**src/logic/scg_clock_map.vh**
```
`ifndef SCG_CLOCK_MAP_VH
`define SCG_CLOCK_MAP_VH
// Mode select codes.
`define SCG_MODE_SYNC 1'b0
`define SCG_MODE_ASYNC 1'b1
// Asynchronous source select codes.
`define SCG_SRC_TIMER 2'h0
`define SCG_SRC_GEN 2'h1
`define SCG_SRC_SYS 2'h2
`define SCG_SRC_PIN 2'h3
// Generator input select codes and prescaler tap ratios.
`define SCG_TAP_DIV2 2'h0
`define SCG_TAP_DIV8 2'h1
`define SCG_TAP_DIV32 2'h2
`define SCG_TAP_DIV128 2'h3
`define SCG_TAP_RATIO2 8'h02
`define SCG_TAP_RATIO8 8'h08
`define SCG_TAP_RATIO32 8'h20
`define SCG_TAP_RATIO128 8'h80
// Bit period in channel clocks for asynchronous mode.
`define SCG_OVERSAMPLE 5'h10
// Prescaler width and reset values.
`define SCG_PRESCALE_W 7
`define SCG_PRESCALE_RST 7'h00
`define SCG_GEN_CNT_RST 4'h0
`endif

```
**src/logic/scg_fractional_divider.v**
```verilog
`include "scg_clock_map.vh"

module scg_fractional_divider (
  // Clock and reset.
  input wire REF_CLK,
  input wire RSTN,
  // Control.
  input wire tick_in,
  input wire [3:0] n_code,
  input wire [3:0] k_value,
  input wire frac_en,
  // Output.
  output reg tick_out
);
  reg [4:0] cnt_reg;
  reg [3:0] phase_reg;
  wire [4:0] n_val;
  wire stretch;
  wire [4:0] limit;

  ////////////////////////////////////////////////////////////////////////////
  // Code 0 stands for sixteen so that N covers one through sixteen.
  assign n_val = (n_code == 4'h0) ? 5'h10 : {1'b0, n_code};
  // The first 16-K of each sixteen periods take one extra input tick.
  assign stretch = frac_en && (k_value != 4'h0) &&
                   ({1'b0, phase_reg} < (5'h10 - {1'b0, k_value}));
  assign limit = stretch ? n_val : (n_val - 5'h01);

  always @(posedge REF_CLK or negedge RSTN) begin
    if (!RSTN) begin
      cnt_reg <= 5'h00;
      phase_reg <= 4'h0;
      tick_out <= 1'b0;
    end else begin
      tick_out <= 1'b0;
      if (tick_in) begin
        if (cnt_reg >= limit) begin
          cnt_reg <= 5'h00;
          tick_out <= 1'b1;
          phase_reg <= phase_reg + 4'h1;
        end else begin
          cnt_reg <= cnt_reg + 5'h01;
        end
      end
    end
  end
endmodule // scg_fractional_divider

```
**src/logic/scg_serial_clock_gen.v**
```verilog
`include "scg_clock_map.vh"

module scg_serial_clock_gen #(
  parameter TIMER_W = 16
) (
  // Clock and reset.
  input wire REF_CLK,
  input wire RSTN,
  // Mode and source controls.
  input wire CHANNEL_MODE_SELECT,
  input wire [1:0] ASYNC_CLOCK_SOURCE_SELECT,
  input wire CLOCK_PIN_IS_INPUT,
  input wire EDGE_SELECT_FALLING,
  // Generator controls.
  input wire [1:0] GENERATOR_INPUT_SELECT,
  input wire [3:0] GENERATOR_DIVIDE_N,
  input wire [3:0] GENERATOR_FRACTION_K,
  input wire FRACTIONAL_ENABLE,
  // Timer source.
  input wire TIMER_PRESCALE_TICK,
  input wire [TIMER_W-1:0] TIMER_COMPARE_VALUE,
  // External serial clock pin, taken as synchronous.
  input wire SERIAL_CLOCK_IN,
  // Outputs.
  output reg SERIAL_SHIFT_CLOCK,
  output reg BIT_TICK,
  output reg SERIAL_CLOCK_OUT,
  output reg SERIAL_CLOCK_OE_N,
  output reg TIMER_FLIP_FLOP
);
  reg [`SCG_PRESCALE_W-1:0] prescale_reg;
  reg tap_tick_reg;
  reg [TIMER_W-1:0] timer_cnt_reg;
  reg timer_ff_prev_reg;
  reg pin_prev_reg;
  reg gen_half_reg;
  reg [3:0] bit_cnt_reg;
  reg shift_next;
  wire gen_tick;
  wire [`SCG_PRESCALE_W-1:0] prescale_next;
  wire timer_match;
  wire timer_edge;
  wire pin_edge;

  ////////////////////////////////////////////////////////////////////////////
  // Tap decode returns the mask of low prescaler bits that must all be set.
  function [`SCG_PRESCALE_W-1:0] tap_mask;
    input [1:0] sel;
    reg [7:0] full_mask;
    begin
      case (sel)
        `SCG_TAP_DIV2: full_mask = `SCG_TAP_RATIO2 - 8'h01;
        `SCG_TAP_DIV8: full_mask = `SCG_TAP_RATIO8 - 8'h01;
        `SCG_TAP_DIV32: full_mask = `SCG_TAP_RATIO32 - 8'h01;
        default: full_mask = `SCG_TAP_RATIO128 - 8'h01;
      endcase
      // The largest ratio minus one still fits the prescaler width.
      tap_mask = full_mask[`SCG_PRESCALE_W-1:0];
    end
  endfunction

  assign prescale_next = prescale_reg + 7'h01;

  // One system-clock tick per tap period keeps all logic on REF_CLK.
  always @(posedge REF_CLK or negedge RSTN) begin
    if (!RSTN) begin
      prescale_reg <= `SCG_PRESCALE_RST;
      tap_tick_reg <= 1'b0;
    end else begin
      prescale_reg <= prescale_next;
      tap_tick_reg <= ((prescale_reg & tap_mask(GENERATOR_INPUT_SELECT)) ==
                       tap_mask(GENERATOR_INPUT_SELECT));
    end
  end

  ////////////////////////////////////////////////////////////////////////////
  // Fractional division is honoured only in asynchronous mode.
  scg_fractional_divider u_div (
    .REF_CLK(REF_CLK),
    .RSTN(RSTN),
    .tick_in(tap_tick_reg),
    .n_code(GENERATOR_DIVIDE_N),
    .k_value(GENERATOR_FRACTION_K),
    .frac_en(FRACTIONAL_ENABLE && (CHANNEL_MODE_SELECT == `SCG_MODE_ASYNC)),
    .tick_out(gen_tick)
  );

  ////////////////////////////////////////////////////////////////////////////
  // Timer source: a compare match reloads the counter with one and flips the flop.
  assign timer_match = TIMER_PRESCALE_TICK && (timer_cnt_reg >= TIMER_COMPARE_VALUE);

  always @(posedge REF_CLK or negedge RSTN) begin
    if (!RSTN) begin
      timer_cnt_reg <= {TIMER_W{1'b0}};
      TIMER_FLIP_FLOP <= 1'b0;
      timer_ff_prev_reg <= 1'b0;
    end else begin
      timer_ff_prev_reg <= TIMER_FLIP_FLOP;
      if (timer_match) begin
        timer_cnt_reg <= {{(TIMER_W-1){1'b0}}, 1'b1};
        TIMER_FLIP_FLOP <= ~TIMER_FLIP_FLOP;
      end else if (TIMER_PRESCALE_TICK) begin
        timer_cnt_reg <= timer_cnt_reg + {{(TIMER_W-1){1'b0}}, 1'b1};
      end
    end
  end

  // A rising flop edge marks one channel clock, i.e. every second toggle.
  assign timer_edge = TIMER_FLIP_FLOP && !timer_ff_prev_reg;

  ////////////////////////////////////////////////////////////////////////////
  // Pin edge detect; the pin is treated as synchronous, so no synchroniser.
  // The pin must run slower than a few system periods or edges are missed.
  assign pin_edge = EDGE_SELECT_FALLING ? (pin_prev_reg && !SERIAL_CLOCK_IN) :
                    (!pin_prev_reg && SERIAL_CLOCK_IN);

  // Select the working clock event for the current mode.
  always @* begin
    shift_next = 1'b0;
    case (CHANNEL_MODE_SELECT)
      `SCG_MODE_SYNC: begin
        if (CLOCK_PIN_IS_INPUT) begin
          shift_next = pin_edge;
        end else begin
          shift_next = gen_tick && gen_half_reg;
        end
      end
      default: begin
        case (ASYNC_CLOCK_SOURCE_SELECT)
          `SCG_SRC_TIMER: shift_next = timer_edge;
          `SCG_SRC_GEN: shift_next = gen_tick;
          `SCG_SRC_SYS: shift_next = 1'b1;
          default: shift_next = pin_edge;
        endcase
      end
    endcase
  end

  ////////////////////////////////////////////////////////////////////////////
  always @(posedge REF_CLK or negedge RSTN) begin
    if (!RSTN) begin
      pin_prev_reg <= 1'b0;
      gen_half_reg <= 1'b0;
      bit_cnt_reg <= `SCG_GEN_CNT_RST;
      SERIAL_SHIFT_CLOCK <= 1'b0;
      BIT_TICK <= 1'b0;
      SERIAL_CLOCK_OUT <= 1'b1;
      SERIAL_CLOCK_OE_N <= 1'b1;
    end else begin
      pin_prev_reg <= SERIAL_CLOCK_IN;
      SERIAL_SHIFT_CLOCK <= shift_next;
      BIT_TICK <= 1'b0;
      // The driven pin toggles every generator tick, giving half the rate.
      if (gen_tick) begin
        gen_half_reg <= ~gen_half_reg;
      end
      SERIAL_CLOCK_OUT <= ~gen_half_reg;
      SERIAL_CLOCK_OE_N <= !((CHANNEL_MODE_SELECT == `SCG_MODE_SYNC) && !CLOCK_PIN_IS_INPUT);
      if (CHANNEL_MODE_SELECT == `SCG_MODE_SYNC) begin
        bit_cnt_reg <= `SCG_GEN_CNT_RST;
        BIT_TICK <= shift_next;
      end else if (shift_next) begin
        bit_cnt_reg <= bit_cnt_reg + 4'h1;
        BIT_TICK <= (bit_cnt_reg == (`SCG_OVERSAMPLE - 5'h01));
      end
    end
  end
endmodule // scg_serial_clock_gen

```
**config.mk**
```make
export PLATFORM = sky130hd
export DESIGN_NAME = scg_serial_clock_gen
export DESIGN_NICKNAME = d
export VERILOG_FILES = /design/src/logic/scg_fractional_divider.v /design/src/logic/scg_serial_clock_gen.v
export VERILOG_INCLUDE_DIRS = /design/src /design/src/logic
export SDC_FILE = /design/constraint.sdc
export NUM_CORES = 1
export LEC_CHECK = 0
export ABC_AREA = 1
export BUFFER_PORTS_ARGS = -buffer_cell sky130_fd_sc_hd__clkbuf_2
export CORE_ASPECT_RATIO = 2
export CORE_UTILIZATION = 35
export DETAILED_ROUTE_END_ITERATION = 16
export PLACE_DENSITY_LB_ADDON = 0.05
export SLEW_MARGIN = 10
export SYNTH_ARGS = -nofsm -noshare
export SYNTH_HDL_FRONTEND = slang
export SYNTH_SLANG_ARGS = --single-unit
```
**constraint.sdc**
```tcl
create_clock -name REF_CLK -period 6.3 [get_ports REF_CLK]
set_clock_uncertainty 0.05 [all_clocks]
set_input_delay 0.945 -clock REF_CLK [delete_from_list [all_inputs] [get_ports REF_CLK]]
set_output_delay 0.945 -clock REF_CLK [all_outputs]
set_load 0.01 [all_outputs]
```
# Word level (Yosys, flattened, before mapping)
# Cells that the tools add are included.
classes:
  addsub: 7
  n_mul: 0
  n_div: 0
  magnitude_cmp: 3
  eq_ne: 7
  shift: 0
  n_mux: 16
  bitwise: 4
  n_reduce_logical: 20
op_table:
  columns: ["op", "count"]
  rows:
  - ["$mux W16", 2]
  - ["$pmux W7 S3", 1]
  - ["$add A16 B1 Y16 const B", 1]
  - ["$ge A16 B16 Y1", 1]
  - ["$mux W5", 3]
  - ["$logic_and A1 B1 Y1", 9]
  - ["$add A4 B1 Y4 const B", 2]
  - ["$mux W4", 2]
  - ["$add A7 B1 Y7 const B", 1]
  - ["$and A7 B7 Y7", 1]
  - ["$eq A7 B7 Y1", 1]
  - ["$mux W1", 7]
  - ["$add A5 B1 Y5 const B", 1]
  - ["$ge A5 B5 Y1", 1]
  - ["$logic_not A1 Y1", 5]
  - ["$lt A4 B5 Y1", 1]
  - ["$sub A5 B1 Y5 const B", 1]
  - ["$sub A5 B4 Y5 const A", 1]
  - ["$eq A2 B1 Y1 const B", 2]
  - ["$eq A2 B2 Y1 const B", 2]
  - ["$eq A4 B4 Y1 const B", 1]
  - ["$logic_not A2 Y1", 2]
  - ["$logic_not A4 Y1", 1]
  - ["$reduce_bool A4 Y1", 1]
  - ["5 further kinds", 7]
word_totals:
  regBits: 46
  latchBits: 0
  ramBits: 0
  rom_bits: 0
  out_inout_bits: 5
  wordCells: 72
  mem_count: 0

# Depth between registers and ports, before layout
# Gate-level depths: netlist of the first run.
logic_depth:
  ltp_word: 7
  mapped_depth: 21
  depth_no_buf: 21

# Modules after synthesis
# Synthesis of the first run repeated with hierarchy kept, for this count alone.
unflattened:
  cells_unflattened: 405
  hier_area_um2: 3155.5
modules_own_cells:
  columns: ["mod", "n_inst", "cells_per_inst", "area_each_um2"]
  rows:
  - ["scg_serial_clock_gen", 1, 285, 2208.4]
  - ["scg_fractional_divider", 1, 120, 947.2]

# Least setup slack after synthesis of the first run
# OpenSTA, ideal clock, no wires.
synth_timing:
  path_kind: "input port to flip-flop"
  startpoint: "in GENERATOR_FRACTION_K[0]"
  endpoint: "reg u_div.phase_reg[1]"
  arrival_ps: 3201
  slack_ps: 2933
  path_stages: 19
  n_path_buf: 0
  cell_sequence: "inv_1 -> ha_1 -> xor2_1 -> ha_1 -> a21o_1 -> nand3_1 -> nand2_1 -> inv_1 -> nand3_2 -> o21ai_0 -> inv_1 -> ha_1 -> a21oi_1 -> o21a_1 -> nand3_1 -> nand2_1 -> inv_2 -> nand2_1 -> nand2_1"
synth_via:
  elab_chain_len: 6
synth_lines:
  columns: ["item", "line_no", "source"]
  rows:
  - ["from (decl)", "scg_serial_clock_gen.v:17", "input wire [3:0] GENERATOR_FRACTION_K,"]
  - ["$sub A5 B4 Y5 / $reduce_bool A4 Y1 (equally long branches)", "scg_fractional_divider.v:26, scg_fractional_divider.v:25", null]
  - ["$lt A4 B5 Y1 / $logic_and A1 B1 Y1 (equally long branches)", "scg_fractional_divider.v:26, scg_fractional_divider.v:25", null]
  - ["$logic_and A1 B1 Y1 (*)", "scg_fractional_divider.v:25", "assign stretch = frac_en && (k_value != 4'h0) &&"]
  - ["$mux W5 (*)", "scg_fractional_divider.v:27", "assign limit = stretch ? n_val : (n_val - 5'h01);"]
  - ["$ge A5 B5 Y1 (*)", "scg_fractional_divider.v:37", "if (cnt_reg >= limit) begin"]
  - ["$reduce_and A2 Y1 (no source line) (*)", null, null]
  - ["to (signal assigned)", "scg_fractional_divider.v:40", "phase_reg <= phase_reg + 4'h1;"]
  - ["to (decl)", "scg_fractional_divider.v:16", "reg [3:0] phase_reg;"]
# Mark *: on every way between the ends. The rest lies on a longest branch, timed or not.
# A chain may end at the register's enable or synchronous reset.

# Final worst setup path of the first run
# Same ends and word-level chain as after synthesis.

==> results of run 1 <==
## where the power goes
group	internal [µW]	switching (µW)	total [µW]
clock	148	109	257
sequential	358	72.3	430
combinational	141	179	320
total	647	360	1010
## critical path: cells and delay by family
| kind | cells | cell delay [ns] |
|---|---|---|
| compound gates | 4 | 0.60 |
| xor+xnor | 1 | 0.15 |
| fa+ha+maj | 3 | 0.83 |
| buf+inv | 5 | 0.36 |
| simple gates | 7 | 0.66 |
## cell usage in the layout (no fill, tap or decap), drive strengths merged
cell type,Yosys,routed
buf,2,1
a21boi,1,1
mux2i,1,1
nor3,4,4
a21oi,14,14
a21o,2,2
o21ai,15,15
xor2,16,16
ha,32,32
nand4,12,12
and3,2,2
o22ai,1,1
o21a,2,2
clkbuf,0,48
clkinv,1,1
nand2,91,91
dfrtp,44,44
o21bai,2,2
inv,73,73
a31o,1,1
nand3,22,22
or2,2,2
dfstp,2,2
nor2,40,40
xnor2,9,9
## cell type report
type | count | area [µm²] | area share, %
Clock buffer | 8 | 136.4 | 3.829
Inverter | 74 | 277.8 | 7.798
Multi-Input combinational cell | 269 | 1662 | 46.65
Sequential cell | 46 | 1154 | 32.39
Tap cell | 100 | 125.1 | 3.512
Timing Repair Buffer | 41 | 207.7 | 5.831
## path summary, 6_finish.rpt
path / from / to / slack [ns] / cells after the start
setup / recovery: GENERATOR_FRACTION_K[0] / u_div.phase_reg[1] / 2.90 / 20
hold / removal: TIMER_FLIP_FLOP / timer_ff_prev_reg / 0.39 / 0
setup reg to reg: u_div.phase_reg[2] / u_div.phase_reg[1] / 3.62 / 16
hold reg to reg: TIMER_FLIP_FLOP / timer_ff_prev_reg / 0.39 / 0
max in group asynchronous: RSTN / timer_cnt_reg[2] / 5.07 / 2
min in group asynchronous: RSTN / prescale_reg[6] / 0.69 / 2
## per-layer routing
layer  global-route usage, %  vias to the layer above
li1                        -                     1323
met1                   14.71                     1149
met2                   30.56                       40
met3                   2.020                       17
met4                   8.277                        0
met5                       0                        -
## per-stage QoR
step                      hold WS [ns]  cells  util, %  setup WS, ns  area (µm²)
after global placement          0.3701    530    39.61         2.605        3426
final                           0.3904    538    41.19         2.899        3562
after CTS                       0.3930    538    41.19         2.851        3562
after global routing            0.4197    538    41.19         2.506        3562
after detailed placement        0.3772    530    39.61         2.537        3426
after floorplan                 0.3504    391        -         2.933        3115
## synth_stat cells, drive strengths merged
cell type and instances:
xnor2 9, o22ai 1, dfrtp 44, a31o 1, a21o 2, mux2i 1, inv 73, dfstp 2
clkinv 1, buf 2, a21oi 14, nand4 12, and3 2, nor3 4, o21a 2, o21ai 15
nand3 22, nand2 91, a21boi 1, xor2 16, ha 32, or2 2, nor2 40, o21bai 2
## kinds of logic (layout without fill, tap and decap cells)
family	after synthesis	after routing	synth area share, %
AO/OA/AOI/OAI	38	38	7.189
XOR/XNOR	25	25	7.028
adder cells (fa/ha/maj)	32	32	12.85
buffers and inverters	76	123	9.638
flip-flops	46	46	37.03
multiplexers	1	1	0.3213
AND/OR/NAND/NOR	173	173	25.94
==> metrics list, run 1 <==
- Vias in the first global route: 2515
- Area Overhead vs Synth: 14.34%
- Number of H-tree branching levels: 2
- During I/O placement, the number of pins put on the boundary was between 40 and 50.
* Proportion of layout cells with a drive suffix above 1: a little under a fifth
- Signal routing reaches up to met4.
* Clock transition at the register clock pins on the worst setup and hold paths after CTS: 0.06 ns
* Rows: 48
- After synthesis the cells add up to 0.003115 mm².
- Entering global routing, the biggest net connects 47 pins.
- In the global route stage, overall resource usage came out at ~16%.
* Routed metal-1 wire length: 2306 µm
* Post-layout power: 1007 µW
* Setup Viol. Count Final: 0
- Vertical extent of the die: about 140 µm
- The cell count after synthesis came out at a little under 400.
* Biggest area contributors in the synthesized netlist: dfrtp_1, ha_1, nand2_1
- Max incr delay on CP: 0.31 ns
- Input/output buffers: 40
- The first detailed-routing pass ran for 4 iterations.
* Max reg flops: 16
* Sort of element at the end of the critical path: flip-flop
- Synthesized net count: 459
- Leakage Power: 0.001970 µW
- The detailed router finished its first iteration with 51 violations.
- Accumulated negative setup slack: 0 ns
* Avg Synthesized Cell Area: roughly 8.0 µm²
- Clock buffer count from CTS: 5
* Initial core utilization: 36.02%
- Cell type contributing the most total cell area after synthesis: dfrtp_1
- Post-cts repair resize count: 0
* Routed length on met3: 128 µm
- Total setup buffers inserted after CTS: 0
- The largest individual stage delay along the critical path comes from the cell ha_1.
- Along the worst path, the maximum fanout reaches 9.
- # hold bufs at CTS: 0
- In this design, the critical path's most frequently occurring cell is nand2_1.
* Metal2 WL: 3638 µm
* X dimension of the die: 68.72 µm
- Slew of the pin with the lowest slew margin: 0.6212 ns
* Number of antenna violations at the first check in global routing: 0
- Traced cell by cell, the critical path runs through clkbuf_2, inv_1, ha_1, xor2_1, ha_1, a21o_1, nand3_1, nand2_1, inv_1, nand3_2, o21ai_0, inv_1, ha_1, a21oi_1, o21a_1, nand3_1, nand2_1, inv_2, nand2_1, nand2_1.
* Slew Viols, Final: 0
* Number of vias per cell: between 4 and 5
- Post-synthesis cell type count: 32
* Clk sinks: 46
* Worst rel slew slack: between 50% and 60%
* Share of Yosys cell area claimed by the top area cell type: 35.34%
- The routed layout has 2529 vias.
- Outcome: finished, final reports clean
* CTS tree: yes
* Global-route wire length before repair: 10700 µm
* Worst skew pair latency: 0.29 ns
- Max-cap violations in this run came to 0.
- Max VDD drop: 0.1199 mV
- Net count reported at finish: 505
- Antenna-violating nets left: 0
- Unrepaired setup endpoints after global routing: false
- Hold violation total from the final report: 0
* Required time at the endpoint of the critical path: 6.43 ns
- Fillcell total: 928
- For this run, the number of Yosys warnings is 0.
* Nature of the critical path startpoint: input pin
- The number of antenna diodes in the final layout is 0.
- GPL Wtd Cong: around 0.80
* Final clock period utilization by the worst path: 53.99%
- In this run the power density over the cells is 282.8 mW/mm².
- Register bit total from synthesis: 46
- Summed over all nets, the half-perimeter wirelength after detailed placement is 5104 µm.
* Worst path arrival time: 3.53 ns
* Shortest period the worst path allows: 3.401 ns
- Highest Clock Rate: 0.2940 GHz
* GRT overflow: 0
- The floorplan step defined a die boundary enclosing 0.009306 mm².
- Clock buffer depth: 2
- After detailed routing, the average wire length per cell comes to 11.72 µm.
- Remaining routing DRC violations: 0
- The min-delay analysis places its worst path in the category reg -> reg.
* Core region area: a little under 0.009 mm²
- Final wirelength: approximately 6300 µm
* Share of the yosys chip area belonging to registers: 37.03%
- The tree is rooted in a clkbuf_16.
- The worst setup path is of the in -> reg kind.
Power figures use the tool's default switching activity.
==> run 2: changes to the inputs <==
==> constraint.sdc (replaced) <==
create_clock -name REF_CLK -period 3.26 [get_ports REF_CLK]
set_clock_uncertainty 0.05 [all_clocks]
set_input_delay 0.489 -clock REF_CLK [delete_from_list [all_inputs] [get_ports REF_CLK]]
set_output_delay 0.489 -clock REF_CLK [all_outputs]
set_load 0.01 [all_outputs]
==> metrics list, run 2 (synthesized netlist as in run 1, its figures left out) <==
* Shortest period the worst path allows: just under 3 ns
* Cells on worst reg2reg path: 16 (unchanged)
- The height of the chip was 135.4 µm (unchanged).
- The iteration count of the initial detailed-routing pass is 4 (unchanged).
* Clock buffer count from CTS: 5 (unchanged)
* Initial core utilization: 36.02% (unchanged)
* Maximum number of pins on one net before global-route repair: 27 (-43%)
* Fillcell total: 927 (-0.11%)
- Grouping stages by cell kind, the critical path spends the most delay in adder cells.
- The die outline width was 68.72 µm (unchanged).
- The number of antenna diodes came to 0 (unchanged).
- Worst skew pair latency: 0.29 ns (about the same)
- Core region area: 0.008648 mm² (unchanged)
* Outcome: finished, final reports clean
* Required time at the endpoint of the critical path: 3.39 ns (-3.04 ns)
- Most common cell after layout, fill and taps aside: nand2_1
- Hold violation total from the final report: 0 (unchanged)
- Number of vias in the routed layout: 2550 (+0.83%)
- The ratio of total power to cell area came to 565.6 mW/mm² (+100%).
* Reg power frac: 40.8% (-1.9 points)
* Placed wire-length estimate after detailed placement: 5214 µm (+2.2%)
* Count of maximum capacitance violations: 0 (unchanged)
- The number of pins exceeding their max-slew limit in the final report was 0 (unchanged).
* Final wirelength: 6402 µm (+1.5%)
* Unrepaired setup endpoints after global routing: false
* Share of power burned in combinational logic: 30.8% (-1.0 points)
* Nature of the critical path startpoint: input pin
- Total GRT Usage: 15.94% (+0.22 points)
- The slew of the pin with the lowest slew margin was 0.5375 ns (-0.08365 ns).
* Buffer type at the clock tree root: clkbuf_16
- Storage element area: 0.001154 mm² (unchanged)
- The post-CTS setup repair buffer count was 0 (unchanged).
- Clk sinks: 46 (unchanged)
- Accumulated negative setup slack: 0 ns (unchanged)
- GPL Wtd Cong: 0.8265 (+3.2%)
- The post-route DRC violation count is 0 (unchanged).
* Max reg flops: 16 (unchanged)
* Worst rel slew slack: 64.17% (+5.6 points)
- Per-cell routed wire length: 11.90 µm (+1.5%)
* Placed instance area: 0.003426 mm² (unchanged)
- The sum of overflow across all layers after global routing came to 0 (unchanged).
- Leakage Power: 0.001984 µW (+0.70%)
- The signal on the critical path passes through clkbuf_2, inv_1, ha_1, xor2_1, ha_1, a21o_1, nand3_1, nand2_1, inv_1, nand3_2, o21ai_0, inv_1, ha_1, a21oi_1, o21a_1, nand3_1, nand2_2, inv_2, nand2_1, nand2_1.
- Net count reported at finish: 505 (unchanged)
* Critical Setup Path Class: in -> reg
* Floorplan die area: 0.009306 mm² (unchanged)
- Clock buffer depth: 2 (unchanged)
* Area Overhead vs Synth: 15.26%
- The number of routed nets with antenna violations was 0 (unchanged).
* Number of antenna violations at the first check in global routing: 0 (unchanged)
- The number of stages on the worst setup path was 20 (unchanged).
- Worst path arrival time: 3.08 ns (-0.45 ns)
- The count of final setup violators came to 0 (unchanged).
- Number of violations reported at the end of detailed-routing iteration 0: 82 (+61%)
* Number of buffers and inverters on the critical path: 5 (unchanged)
* Path class of the lowest-slack min-delay path: in -> async
- The top cell types in the final layout, fill and taps aside, are nand2_1, inv_1, dfrtp_1, clkbuf_2, ha_1.
- Net switching power: 703.4 µW (+95%)
- The worst voltage drop across the vdd grid is 0.1961 mV (+64%).
- STA classifies the critical path endpoint as a flip-flop.
- The number of standard-cell rows in the floorplan came to 48 (unchanged).
* Input/output buffers: 40 (unchanged)
* Cell with the largest stage delay on the worst path: ha_1
- Number of I/O pins: 41 (unchanged)
- Final design instance area without fill: 0.003591 mm² (+0.81%)
* Max incr delay on CP: 0.30 ns (about the same)
- The fraction of power consumed by the clock network was 28.3% (+2.8 points).
* Clock transition at the register clock pins on the worst setup and hold paths after CTS: 0.06 ns (about the same)
- TritonCTS built the clock tree.
- Number of vias per cell: 4.740 (+0.83%)
- The internal power component is 1328 µW (+110%).
- The peak fanout along the critical path is 9 (unchanged).
* Global-route wire length before repair: 10870 µm (+1.6%)
* Proportion of layout cells with a drive suffix above 1: 19.18% (+0.46 points)
* Area of the multi-input gates: 0.001664 mm² (+0.15%)
* Vias in the first global route: 2511 (-0.16%)
* Post-layout power: 2031 µW (+100%)
* Sw frac: 34.63% (-1.1 points)
* Number of H-tree branching levels: 2 (unchanged)
- Highest Clock Rate: around 0.34 GHz
- Final clock period utilization by the worst path: 90.29%
run 2: timing repair:
item	CTS	global route
resized for setup	0	1
hold buffers	0	0
endpoints found under the setup margin	0	4
hold endpoints to repair	0	0
run 2: area by class of cell:
class,instances,area share (%)
clock buffers,7,3.693
clock inverters,1,0.8362
inverters,74,7.735
multi-input cells,269,46.34
flip-flops and latches,46,32.13
well taps,100,3.484
repair buffers,41,5.784
run 2: stage by stage:
step	setup WS, ns	hold slack (ns)	utilization (%)	cells
4_1_cts	0.2212	0.1388	41.49	538
5_1_grt	0.02948	0.1549	41.52	538
6_report	0.3166	0.1213	41.52	538
3_3_place_gp	0.01646	0.3702	39.61	530
3_5_place_dp	-0.08032	0.3777	39.61	530
2_1_floorplan	0.3486	0.1434	-	391
run 2: metal layers:
metal / track usage (%) / up-vias / share of wire, %
met4: 7.823 / 0 / 2.9
met5: 0 / - / 0
met2: 30.77 / 38 / 58
met3: 1.768 / 13 / 1.8
li1: - / 1327 / -
met1: 15.57 / 1172 / 37
run 2: power groups by stage:
stage / combinational (µW) / clock [µW] / sequential (µW)
finish: 626 / 575 / 830
global route: 743 / 621 / 857
CTS: 640 / 600 / 835
detailed placement: 636 / 0 / 845
global placement: 622 / 0 / 846
floorplan: 478 / 0 / 806
run 2: path summary, 6_finish.rpt:
check / start / to / slack [ns]
max: GENERATOR_FRACTION_K[0] / u_div.phase_reg[1] / 0.32
min: RSTN / prescale_reg[6] / 0.12
max reg2reg: u_div.phase_reg[2] / u_div.phase_reg[1] / 0.59
min reg2reg: TIMER_FLIP_FLOP / timer_ff_prev_reg / 0.39
max in group asynchronous: RSTN / SERIAL_CLOCK_OUT / 2.23
min in group REF_CLK: SERIAL_CLOCK_IN / pin_prev_reg / 0.27
==> run 3: changes to the inputs <==
--- a/config.mk
+++ b/config.mk
@@ -12,6 +12,7 @@
 export CORE_UTILIZATION = 35
 export DETAILED_ROUTE_END_ITERATION = 16
 export PLACE_DENSITY_LB_ADDON = 0.05
+export REMOVE_ABC_BUFFERS = 1
 export SLEW_MARGIN = 10
 export SYNTH_ARGS = -nofsm -noshare
 export SYNTH_HDL_FRONTEND = slang
==> metrics list, run 3 (synthesized netlist as in run 1, its figures left out) <==
* Worst path arrival time: 3.08 ns (about the same)
- The die outline width is 68.72 µm (unchanged).
- The global-route wire length before repair came to 10760 µm (-0.95%).
* Final core utilization: 41.52% (unchanged)
- The maximum clock insertion buffer count was 2 (unchanged).
* Placed wire-length estimate after detailed placement: 5237 µm (+0.45%)
* Setup Viol. Count Final: 0 (unchanged)
- The wire length per cell came to 11.88 µm (-0.16%).
- The number of ports placed on the die boundary was 41 (unchanged).
* Share of power burned in combinational logic: 30.7% (about the same)
* Hold violation total from the final report: 0 (unchanged)
* Final design instance area without fill: 0.003591 mm² (unchanged)
- The total chip power was 2033 µW (about the same).
- The number of routed nets with antenna violations was 0 (unchanged).
* Fillcell total: 919 (-0.86%)
- The internal power component is 1328 µW (about the same).
* Slew of the pin with the lowest slew margin: 0.6306 ns (+0.09308 ns)
- Rows: 48 (unchanged)
* Required time at the endpoint of the critical path: 3.41 ns (+0.02 ns)
- The footprint of the multi-input gates came to 0.001664 mm² (unchanged).
* Input/output buffers: 40 (unchanged)
- The total global routing track utilization is 15.72% (-0.21 points).
- TritonCTS built the clock tree.
- Final clock period utilization by the worst path: 89.86% (-0.43 points)
- Clock network fraction of total power: 28.4% (about the same)
- Remaining routing DRC violations: 0 (unchanged)
* Total iterations of the first detailed-routing run: 4 (unchanged)
- The height of the chip is 135.4 µm (unchanged).
* Clock buffer count from CTS: 5 (unchanged)
- Count of maximum capacitance violations: 0 (unchanged)
* Slew Viols, Final: 0 (unchanged)
- Outcome: finished, final reports clean
- Leaving out fill and tap cells, the most frequent cell in the layout is nand2_1.
- The peak fanout along the critical path is 9 (unchanged).
- The pin count of the biggest net entering global routing came to 26 (-3.7%).
- Number of antenna violations at the first check in global routing: 0 (unchanged)
- Core region area: 0.008648 mm² (unchanged)
* Clk sinks: 46 (unchanged)
* Buffer type at the clock tree root: clkbuf_16
- Number of vias in the routed layout: 2522 (-1.1%)
- Vias in the first global route: 2481 (-1.2%)
- The flip-flop count of the largest register, all copies and words added came to 16 (unchanged).
- GRT overflow: 0 (unchanged)
* Commonest non-fill, non-tap cells in the layout: nand2_1, inv_1, dfrtp_1, clkbuf_2, ha_1
- The length in cells of the worst reg-to-reg path came to 15 (-1).
- The share of cells above drive strength 1 came to 19.18% (unchanged).
* Worst rel slew slack: 57.96% (-6.2 points)
- Total setup buffers inserted after CTS: 0 (unchanged)
- Number of violations reported at the end of detailed-routing iteration 0: 89 (+8.5%)
* Areal power density over the cells: 566.2 mW/mm² (about the same)
* Critical Setup Path Class: in -> reg
- The sequential cell area in the final layout was 0.001154 mm² (unchanged).
* Sort of element at the end of the critical path: flip-flop
- Clock transition at the register clock pins on the worst setup and hold paths after CTS: 0.06 ns (about the same)
- Unrepaired setup endpoints after global routing: false
- Final antenna diode count: 0 (unchanged)
- The hold buffer count at CTS was 0 (unchanged).
- Hold WS: 0.1606 ns (+0.03926 ns)
- Number of H-tree branching levels: 2 (unchanged)
- The standard cell area after detailed placement came to 0.003426 mm² (unchanged).
- The power dissipated by switching net loads was 704.7 µW (+0.19%).
- The switching share of total power came to 34.66% (about the same).
- Leakage Power: 0.001984 µW (unchanged)
* Initial core utilization: 36.02% (unchanged)
* Max VDD drop: 0.2427 mV (+24%)
- STA classifies the critical path startpoint as an input pin.
- In this run the worst hold path is classified as in -> async.
* Floorplan die area: 0.009306 mm² (unchanged)
* Area Overhead vs Synth: 15.26% (unchanged)
* Shortest period the worst path allows: 2.929 ns (-0.01417 ns)
- Reg power frac: 40.9% (about the same)
- The total wire length after detailed routing was 6392 µm (-0.16%).
* Net count reported at finish: 505 (unchanged)
* GPL Wtd Cong: 0.8045 (-2.7%)
- Highest Clock Rate: 0.3414 GHz (+0.48%)
* Number of vias per cell: 4.688 (-1.1%)
- Post-cts repair resize count: 0 (unchanged)
- Worst skew pair latency: 0.29 ns (about the same)
run 3: cell counts in the layout (fill, tap and decap cells not counted):
No cell type changed its count.
run 3: layout make-up:
cell class / count / area share (%)
clock buffer: 7 / 3.693
inverter: 74 / 7.735
clock inverter: 1 / 0.8362
tap: 100 / 3.484
sequential: 46 / 32.13
multi-input combinational: 269 / 46.34
timing repair buffer: 41 / 5.784
run 3: metal layers:
layer / wire length, µm / vias up / global-route usage (%)
li1: - / 1328 / -
met1: 2412 / 1149 / 15.53
met2: 3669 / 36 / 29.74
met3: 133 / 9 / 2.020
met4: 177 / 0 / 8.277
met5: 0 / - / 0
run 3: worst paths after layout:
path                                               from                end  slack, ns
worst max-delay path            GENERATOR_FRACTION_K[0]   u_div.cnt_reg[2]       0.33
worst min-delay path                               RSTN    prescale_reg[2]       0.16
worst max register to register       u_div.phase_reg[2]   u_div.cnt_reg[2]       0.59
min in group REF_CLK                    SERIAL_CLOCK_IN       pin_prev_reg       0.27
worst min register to register          TIMER_FLIP_FLOP  timer_ff_prev_reg       0.38
max in group asynchronous                          RSTN  SERIAL_CLOCK_OE_N       2.22
run 3: critical path, cell delays in order:
cell	delay, ns
clkbuf_2	0.09
inv_1	0.05
ha_1	0.21
xor2_1	0.15
ha_1	0.31
a21o_1	0.16
nand3_1	0.06
nand2_1	0.05
inv_1	0.05
nand3_2	0.15
o21ai_0	0.19
inv_1	0.06
ha_1	0.31
a21oi_1	0.15
o21a_1	0.13
nand3_1	0.11
nand2_2	0.16
inv_2	0.08
nor3_1	0.15
run 3: metrics by stage:
step	cells	TNS (ns)	setup slack, ns
after detailed placement	530	-0.1644	-0.05953
after global placement	530	0	0.005747
after floorplan	389	0	0.3486
final	538	0	0.3307
after CTS	538	0	0.2291
after global routing	538	0	0.01300
run 3: power by group through the flow:
stage | sequential (µW) | clock [µW] | combinational [µW]
floorplan | 805 | 0 | 475
detailed placement | 845 | 0 | 633
global route | 851 | 616 | 736
finish | 832 | 576 | 624
CTS | 835 | 599 | 636
global placement | 844 | 0 | 617
